### src/shared/aise_params.svh
`ifndef AISE_PARAMS_SVH
`define AISE_PARAMS_SVH

// Register byte offsets on the controller register port.
`define AISE_OFF_PRI_STATUS 8'h28
`define AISE_OFF_PRI_ENABLE 8'h38
`define AISE_OFF_AUX_STATUS 8'h80
`define AISE_OFF_AUX_ENABLE 8'h84

// Field positions inside the auxiliary registers.
`define AISE_BIT_TX_EARLY    31
`define AISE_BIT_RX_EARLY    30
`define AISE_BIT_TRANSCEIVER        29
`define AISE_BIT_TX_DEFER    28
`define AISE_BIT_PAUSE_RX    26
`define AISE_BIT_NORMAL_SUM  16
`define AISE_BIT_ABNORM_SUM  15
`define AISE_TS_MSB          22
`define AISE_TS_LSB          20
`define AISE_RS_MSB          19
`define AISE_RS_LSB          17

// Implemented bit masks; every other bit reads as zero, save the live sequencer states at aux status bits 22:17.
`define AISE_STICKY_MASK     32'hf401ffff
`define AISE_ENABLE_MASK     32'hf401ffff
`define AISE_PRI_MASK        32'h00007fff

// Reset values.
`define AISE_STATUS_RESET    32'h00000000
`define AISE_ENABLE_RESET    32'h00000000

`endif

### src/shared/aise_pkg.sv
`default_nettype none

package aise_pkg;

   // Transmit sequencer state as reported in the auxiliary status word.
   typedef enum logic [2:0] {
      AISE_TX_STOP      = 3'b000,
      AISE_TX_FETCH     = 3'b001,
      AISE_TX_SEND      = 3'b010,
      AISE_TX_FILL      = 3'b011,
      AISE_TX_RSVD4     = 3'b100,
      AISE_TX_RSVD5     = 3'b101,
      AISE_TX_SUSPEND   = 3'b110,
      AISE_TX_WRITEBACK = 3'b111
   } aise_tx_state_e;

   // Receive sequencer state as reported in the auxiliary status word.
   typedef enum logic [2:0] {
      AISE_RX_STOP      = 3'b000,
      AISE_RX_FETCH     = 3'b001,
      AISE_RX_CHECK     = 3'b010,
      AISE_RX_WAIT      = 3'b011,
      AISE_RX_SUSPEND   = 3'b100,
      AISE_RX_WRITEBACK = 3'b101,
      AISE_RX_FLUSH     = 3'b110,
      AISE_RX_DRAIN     = 3'b111
   } aise_rx_state_e;

   // One register port access, valid for a single cycle.
   typedef struct packed {
      logic        wr;
      logic        rd;
      logic [7:0]  addr;
      logic [31:0] wdata;
   } aise_csr_req_s;

   // Event pulses from the controller, one cycle each.
   typedef struct packed {
      logic        tx_early;
      logic        rx_early;
      logic [6:0]  transceiver_flags;
      logic        tx_deferred;
      logic        pause_rx;
      logic [14:0] primary;
   } aise_events_s;

endpackage

`default_nettype wire

### src/rtl/aise_sticky_bank.sv
`timescale 1ns/1ps
`default_nettype none
`include "aise_params.svh"

module aise_sticky_bank (
   // Clock and reset.
   input  wire logic        clk_i,
   input  wire logic        reset_i,
   // Set and write-one-clear vectors.
   input  wire logic [31:0] set_i,
   input  wire logic [31:0] clr_i,
   // Stored status bits.
   output logic      [31:0] bits_o
);

   // A set in the same cycle as its clear wins, so no event is lost.
   always_ff @(posedge clk_i or posedge reset_i) begin
      if (reset_i) begin
         bits_o <= `AISE_STATUS_RESET;
      end else begin
         bits_o <= ((bits_o & ~clr_i) | set_i) & `AISE_STICKY_MASK;
      end
   end

endmodule
`default_nettype wire

### src/rtl/aise_core.sv
`timescale 1ns/1ps
`default_nettype none
`include "aise_params.svh"

module aise_core (
   // Clock and reset.
   input  wire logic                    clk_i,
   input  wire logic                    reset_i,
   // Register port.
   input  wire aise_pkg::aise_csr_req_s csr_i,
   output logic                  [31:0] csr_rdata_o,
   output logic                         csr_rvalid_o,
   // Sequencer states and events.
   input  wire aise_pkg::aise_tx_state_e tx_state_i,
   input  wire aise_pkg::aise_rx_state_e rx_state_i,
   input  wire aise_pkg::aise_events_s  events_i,
   // Shared primary status and enable bits.
   output logic                  [14:0] primary_status_o,
   output logic                  [14:0] primary_enable_o,
   // Added interrupt contributions to the primary summaries.
   output logic                         add_normal_irq_o,
   output logic                         add_abnormal_irq_o
);

   // Address compare used for every register decode.
   function automatic logic addr_hit(input logic [7:0] a, input logic [7:0] off);
      return a == off;
   endfunction

   logic [31:0] status;
   logic [31:0] enable;
   logic [31:0] next_enable;
   logic [31:0] next_rdata;
   logic        next_normal;
   logic        next_abnormal;

   // Register decode.
   wire hit_pri_st = addr_hit(csr_i.addr, `AISE_OFF_PRI_STATUS);
   wire hit_pri_en = addr_hit(csr_i.addr, `AISE_OFF_PRI_ENABLE);
   wire hit_aux_st = addr_hit(csr_i.addr, `AISE_OFF_AUX_STATUS);
   wire hit_aux_en = addr_hit(csr_i.addr, `AISE_OFF_AUX_ENABLE);
   wire wr_pri_st  = csr_i.wr && hit_pri_st;
   wire wr_pri_en  = csr_i.wr && hit_pri_en;
   wire wr_aux_st  = csr_i.wr && hit_aux_st;
   wire wr_aux_en  = csr_i.wr && hit_aux_en;

   // Set conditions of the added sources.
   wire set_tx_early = events_i.tx_early && enable[`AISE_BIT_TX_EARLY];
   wire set_rx_early = events_i.rx_early && enable[`AISE_BIT_RX_EARLY];
   wire set_transceiver     = |events_i.transceiver_flags;
   wire set_normal   = set_tx_early || set_rx_early;
   wire set_abnormal = set_transceiver || events_i.tx_deferred || events_i.pause_rx;

   // Set vector: primary events land in the same low bits both views share.
   wire [31:0] set_vec = {set_tx_early, set_rx_early, set_transceiver, events_i.tx_deferred,
                          1'b0, events_i.pause_rx, 9'h000, set_normal, set_abnormal,
                          events_i.primary};

   // Either status address clears the shared low bits; only the aux one reaches the rest.
   wire [31:0] clr_aux = wr_aux_st ? csr_i.wdata : 32'h00000000;
   wire [31:0] clr_pri = wr_pri_st ? (csr_i.wdata & `AISE_PRI_MASK) : 32'h00000000;
   wire [31:0] clr_vec = clr_aux | clr_pri;

   aise_sticky_bank u_status (
      .clk_i   (clk_i),
      .reset_i (reset_i),
      .set_i   (set_vec),
      .clr_i   (clr_vec),
      .bits_o  (status)
   );

   // Enable writes: low bits shared with the primary enable register.
   assign next_enable = wr_aux_en ? (csr_i.wdata & `AISE_ENABLE_MASK) :
                        wr_pri_en ? {enable[31:15], csr_i.wdata[14:0]} :
                        enable;

   // Auxiliary status view with live sequencer states, reserved bits zero.
   wire [31:0] aux_status_view = {status[31:23], tx_state_i, rx_state_i,
                                  status[16:0]};

   // Read data selection; unmapped addresses read zero.
   assign next_rdata = hit_aux_st ? aux_status_view :
                       hit_aux_en ? enable :
                       hit_pri_st ? {17'h00000, status[14:0]} :
                       hit_pri_en ? {17'h00000, enable[14:0]} :
                       32'h00000000;

   // Folding of enabled added sources into the primary summaries.
   assign next_normal = enable[`AISE_BIT_NORMAL_SUM] &&
                        (|(status[31:30] & enable[31:30]));
   assign next_abnormal = enable[`AISE_BIT_ABNORM_SUM] &&
                          (|(status[29:26] & enable[29:26]));

   // Enable register.
   always_ff @(posedge clk_i or posedge reset_i) begin
      if (reset_i) begin
         enable <= `AISE_ENABLE_RESET;
      end else begin
         enable <= next_enable;
      end
   end

   // Registered read port and summary outputs.
   always_ff @(posedge clk_i or posedge reset_i) begin
      if (reset_i) begin
         csr_rdata_o        <= 32'h00000000;
         csr_rvalid_o       <= 1'b0;
         add_normal_irq_o   <= 1'b0;
         add_abnormal_irq_o <= 1'b0;
      end else begin
         csr_rdata_o        <= csr_i.rd ? next_rdata : 32'h00000000;
         csr_rvalid_o       <= csr_i.rd;
         add_normal_irq_o   <= next_normal;
         add_abnormal_irq_o <= next_abnormal;
      end
   end

   // Shared low bits go straight out from their flip-flops.
   assign primary_status_o = status[14:0];
   assign primary_enable_o = enable[14:0];
endmodule
`default_nettype wire

### config.mk
export PLATFORM = sky130hd
export DESIGN_NAME = aise_core
export DESIGN_NICKNAME = d
export VERILOG_FILES = /design/src/shared/aise_pkg.sv /design/src/rtl/aise_sticky_bank.sv /design/src/rtl/aise_core.sv
export VERILOG_INCLUDE_DIRS = /design/src /design/src/shared
export SDC_FILE = /design/constraint.sdc
export NUM_CORES = 1
export LEC_CHECK = 0
export ABC_CLOCK_PERIOD_IN_PS = 3890
export BUFFER_PORTS_ARGS = -buffer_cell sky130_fd_sc_hd__buf_2
export CELL_PAD_IN_SITES_DETAIL_PLACEMENT = 0
export CELL_PAD_IN_SITES_GLOBAL_PLACEMENT = 2
export CORE_MARGIN = 2
export CORE_UTILIZATION = 32
export CTS_CLUSTER_DIAMETER = 150
export CTS_CLUSTER_SIZE = 24
export DETAILED_ROUTE_END_ITERATION = 10
export GPL_ROUTABILITY_DRIVEN = 0
export MAX_ROUTING_LAYER = met4
export PLACE_DENSITY_LB_ADDON = 0.1
export SYNTH_ARGS = -nofsm -noshare
export SYNTH_HDL_FRONTEND = slang
export SYNTH_SLANG_ARGS = --single-unit
### constraint.sdc
create_clock -name clk_i -period 3.89 [get_ports clk_i]
set_clock_uncertainty 0.2 [all_clocks]
set_input_delay 0.778 -clock clk_i [delete_from_list [all_inputs] [get_ports clk_i]]
set_output_delay 0.778 -clock clk_i [all_outputs]
set_load 0.01 [all_outputs]
==> results of run 1 <==
==> per-layer routing <==
layer / vias up / share of wire
met1: 1221 / 0.45
met4: 0 / 0.018
li1: 1145 / -
met5: - / 0
met2: 91 / 0.47
met3: 12 / 0.060
==> layout by cell type, fill, tap and decap left out, types with 9 or more instances in the layout <==
cell type and n:
a21boi_0 15, dfrtp_1 75, buf_2 126, a22o_1 9
o211ai_1 17, mux2_2 12, clkbuf_8 9, a21o_1 18
mux2_4 10, o21ai_0 28
==> layout make-up <==
cell class / instances / share of cell area
sequential: 75 / 0.453
tap: 136 / 0.0411
inverter: 2 / 0.00212
clock inverter: 5 / 0.0248
timing repair buffer: 133 / 0.165
clock buffer: 10 / 0.0308
multi-input combinational: 150 / 0.283
==> how the worst min path moves through the flow <==
stage	start	to	slack (ns)	cells past startpoint
detailed placement	u_status.bits_o[10]	u_status.bits_o[10]	0.28	1
floorplan	u_status.bits_o[0]	u_status.bits_o[0]	0.27	1
finish	u_status.bits_o[8]	u_status.bits_o[8]	0.30	1
global placement	u_status.bits_o[2]	u_status.bits_o[2]	0.28	1
CTS	u_status.bits_o[16]	csr_rdata_o[16]	0.30	1
global route	u_status.bits_o[2]	u_status.bits_o[2]	0.32	1
==> cell families after synthesis <==
family                 after synthesis
muxes                               22
AOI/OAI and AO/OA                   93
and+or+nand+nor                     31
other                                1
buffers and inverters               53
DFF                                 75
==> registers in the layout, summed over array words and instances (netlist names) <==
| name | count |
|---|---|
| add_abnormal_irq_o | 1 |
| add_normal_irq_o | 1 |
| csr_rdata_o | 28 |
| csr_rvalid_o | 1 |
| enable | 22 |
| u_status.bits_o | 22 |
==> per-stage QoR <==
step                std cells  power [uW]  setup slack, ns  area [um2]  hold slack (ns)
floorplan                 278         926             1.00        3380            0.266
CTS                       511        1690             1.35        4140            0.301
global route              511        1740             1.22        4140            0.321
finish                    511        1670             1.36        4140            0.302
detailed placement        496         981            0.979        3910            0.285
global placement          496         978            0.980        3910            0.277
==> power breakdown <==
group / leakage [uW] / switching, uW / total (uW) / internal, uW
registers: 0.000931 / 21.3 / 828 / 807
logic: 0.000952 / 67.8 / 134 / 66.4
clock network: 0.000112 / 286 / 707 / 422
total: 0.00199 / 375 / 1670 / 1290
==> results.toml, run 1 <==
[outcome]
status = "finished clean"

[setup_path]
cp.buffers_inverters = 2
cp.depth = 6
cp_cell_sequence = "buf_2 -> or4b_4 -> nor4_4 -> buf_4 -> o21ai_4 -> mux2_4"
critical_path_class = "in -> reg"
max_stage_delay_ns = 0.55
r2r-end = "add_abnormal_irq_o"
cp.arrival_ns = 2.57
r2r_cells = 2
critical_path.startpoint_type = "input port"
endpoint_kind = "flip-flop"
cpLargestDelayFamily = "simple AND/OR/NAND/NOR gates"
worstPathRequired_ns = 3.93
r2r-start = "u_status.bits_o[29]"
startpoint = "csr_i[33]"
path_max_fanout = 16
reg2reg_slack_ns = 2.72
crit_path_end = "enable[4]"
cp_slowest_cell = "or4b_4"

[timing]
max-slew-margin-rel = 0.293
min_period_ns = 2.53
finalSetupTns_ns = 0
tightest_slew_ns = 1.06
max_freq_ghz = 0.395
slew_violations = 0
period_share = 0.651
finalSetupViolations = 0
hold_viol_final = 0
rsz0062_at_grt = "false"

[route]
drc = 0
vias = 2469
dr.pass1.iters = 4
ant_nets = 0
totalWireLength_um = 8590
drt_iter0_markers = 60
viasPerCell = 4.83
wl_per_cell_um = 16.8

[cells_and_area]
multi_input_area_um2 = 1170
seqCellArea_um2 = 1880
fin_util = 0.403
fillCellCount = 1050
drive_above_1_share = 0.467
area_delta_synth_final_pct = 22.8
antenna_cells = 0
nNetsFinal = 447

[clock_network]
ctsHoldBuffers = 0
cts_resized = 0
cts_buffers = 9
ctsLongestPathBuffers = 2
cts.sinks = 75
post_cts_buffers = 0
ctsRootBufferMaster = "clkbuf_8"
cts_tree = "done"
h-tree-depth = 3
clk_pin_slew_worst_paths_ns = 0.07
worstSkewPairLatency_ns = 0.35

[synthesis]
ys_warn_count = 0
postSynthCellCount = 275
ys_top_cells_by_count = "dfrtp_1 (75), buf_4 (34), o21ai_0 (28)"
synth_seq_area_share = 0.557
synth.area.mux_share = 0.0847
synth_compound_area_frac = 0.195
synth_top_family_by_area = "compound AO/OA/AOI/OAI gates"
synth_edf_count = 0
synth_fa_ha_area_frac = 0
synth-seq-cells = 75
synth.largest_area_cell = "dfrtp_1"
ys_types = 33
ys_top_cells_by_area = "dfrtp_1 (56%), buf_4 (7.6%), mux2_4 (4.5%)"
synth.most_common_cell = "dfrtp_1"
syn_area_um2 = 3370
yosys.area_share.simple = 0.0616
synthArstFlopShare = 1.00
syn_avg_cell_area_um2 = 12.3
ys.flop_type = "dfrtp_1"
synth_xor_area_frac = 0
netlist.area_leader.share = 0.557

[placed_design]
dp_hpwl_um = 5820
portBuffers = 126

[global_route]
globalRouteMet2Util = 0.244
overflow = 0
grt.total_usage = 0.161
grt_use_met3 = 0.0322
antenna_found_initial = 0
grt_max_degree = 61
grt-busiest-layer = "met2"
grt_pass1_wl_um = 13300
use_met1 = 0.208
grt_pass1_vias = 2421

[floorplanning]
die-area_um2 = 11400
fp.dieH_um = 107
fp-row-count = 37
fp.dieW_um = 107
io_pins = 141
core_area_um2 = 10300
initial_core_util = 0.328

[pwr]
p_per_area_nw_per_um2 = 403
p_leak_uw = 0.00199
ir_worst_vdd_uv = 168

[flow_run]
maxCapViolations = 0

[min_path]
hp-class = "reg -> reg"
No activity file was read; power rests on OpenSTA's default activity.
==> run 2: changes to the inputs <==
ABC_CLOCK_PERIOD_IN_PS = 2600   (was 3890)
CORE_UTILIZATION = 29   (was 32)
clock period = 2.6 ns   (was 3.89 ns; I/O delays follow)
==> run 2 against run 1 <==
Against the previous run:
- cell area rose by 3.0%
- non-clock buffer count rose by 4
- register-to-register slack lost 1.3 ns
- highest routed layer unchanged
- clock power is 64% higher
- combinational power rose by 55%
- final cell count rose by 2.3%
- largest power group unchanged
- worst hold slack got worse by 0.20 ns
==> results.toml, run 2 (same netlist as run 1, synthesis figures left out) <==
[route]
wl_met3_um = 475
ant_nets = 0
viasPerCell = 4.71
highest_layer = "met4"
met1_length_um = 4070
drc = 0
vias = 2462
totalWireLength_um = 8980
wl_met2_um = 4310
dr.pass1.iters = 4
drt_iter0_markers = 114
wl_per_cell_um = 17.2

[setup_path]
max_stage_delay_ns = 0.57
critical_path.startpoint_type = "input port"
path_max_fanout = 15
cp_cell_sequence = "buf_2 -> or4b_4 -> nor4_4 -> o21ai_4 -> mux2_4"
critical_path_class = "in -> reg"
endpoint_kind = "flip-flop"
worstPathRequired_ns = 2.62
cp.buffers_inverters = 1
cpLargestDelayFamily = "simple AND/OR/NAND/NOR gates"
cp_slowest_cell = "or4b_4"
cp.arrival_ns = 2.25

[clock_network]
worstSkewPairLatency_ns = 0.33
ctsRootBufferMaster = "clkbuf_16"
clk_pin_slew_worst_paths_ns = 0.06
ctsLongestPathBuffers = 2
h-tree-depth = 3
post_cts_buffers = 0
ctsHoldBuffers = 0
cts_tree = "done"
cts_buffers = 9
cts_resized = 0
cts.sinks = 75

[timing]
hold_viol_final = 0
rsz0062_at_grt = "false"
period_share = 0.858
timing.final.ws_setup_ns = 0.370
finalSetupTns_ns = 0
slew_violations = 0
finalSetupViolations = 0
max-slew-margin-rel = 0.489
max_freq_ghz = 0.448
tightest_slew_ns = 0.764
min_period_ns = 2.23

[pwr]
p_leak_uw = 0.00205
p_per_area_nw_per_um2 = 612
ir_worst_vdd_uv = 361

[global_route]
grt_pass1_vias = 2541
grt_pass1_wl_um = 14100
antenna_found_initial = 0
overflow = 0
grt.total_usage = 0.151
grt_max_degree = 76

[placed_design]
place_ws_ns = 0.0199
dp_hpwl_um = 6110
placed_area_um2 = 3990
portBuffers = 126
dp.cells = 507

[cells_and_area]
final_common_cell = "buf_2"
largest-register = "csr_rdata_o"
stdcell_count = 523
top_regs = "csr_rdata_o: 28 flops, enable: 22 flops, u_status.bits_o: 22 flops"
drive_above_1_share = 0.468
finish.instance_area_um2 = 4260
most-common-layout-cells = "buf_2 (126), dfrtp_1 (75), o21ai_0 (28)"
nNetsFinal = 451
area_delta_synth_final_pct = 26.5
antenna_cells = 0
largest_reg_flops = 28

[flow_run]
maxCapViolations = 0

[floorplanning]
initial_core_util = 0.296
fp-row-count = 39
die-area_um2 = 12500
fp.dieH_um = 112
core_area_um2 = 11400
io_pins = 141
fp.dieW_um = 112

[min_path]
hp-class = "in -> async"

[outcome]
status = "finished clean"
-- run 2: cell count changes in the layout (fill, tap and decap cells not counted) --
cell       delta
buf_12        +3
clkbuf_16     +9
clkbuf_8      -7
bufinv_16     -3
buf_4         +1
clkbuf_1      +2
-- run 2: routing by layer --
metal	vias up	GRT usage
li1	1154	-
met1	1217	0.188
met2	81	0.237
met3	10	0.0468
met4	0	0.0436
met5	-	-
-- run 2: worst paths after layout --
check                                    start  slack (ns)                  end  cells past startpoint
setup / recovery                     csr_i[33]        0.37            enable[2]                      5
hold / removal                         reset_i        0.10         csr_rvalid_o                      3
setup reg to reg           u_status.bits_o[29]        1.44   add_abnormal_irq_o                      2
hold reg to reg            u_status.bits_o[12]        0.30  u_status.bits_o[12]                      1
max in group asynchronous              reset_i        1.78           enable[11]                      3
min in group clk_i                 events_i[9]        0.16   u_status.bits_o[9]                      2
-- run 2: report_power, final --
group | internal, uW | switching, uW
registers | 1210 | 33.5
logic | 104 | 104
clock network | 696 | 461
-- run 2: cell type report --
class                      count  area, um2
clock inverter                 2       10.0
clock buffer                  14        264
fill                        1172       7110
timing repair buffer         137        751
sequential                    75       1880
inverter                       2       11.3
multi-input combinational    150       1170
tap                          143        179
-- run 2: worst min-delay path, cell delays in order --
cell and delay (ns):
buf_2 0.11, clkinvlp_4 0.07, buf_12 0.34
-- run 2: metrics by stage --
stage,total power [uW],utilization,hold WS (ns)
2_1_floorplan,1390,-,0.266
3_3_place_gp,1470,0.351,0.277
3_5_place_dp,1470,0.351,0.288
4_1_cts,2660,0.375,0.117
5_1_grt,2720,0.375,0.133
6_report,2610,0.375,0.100
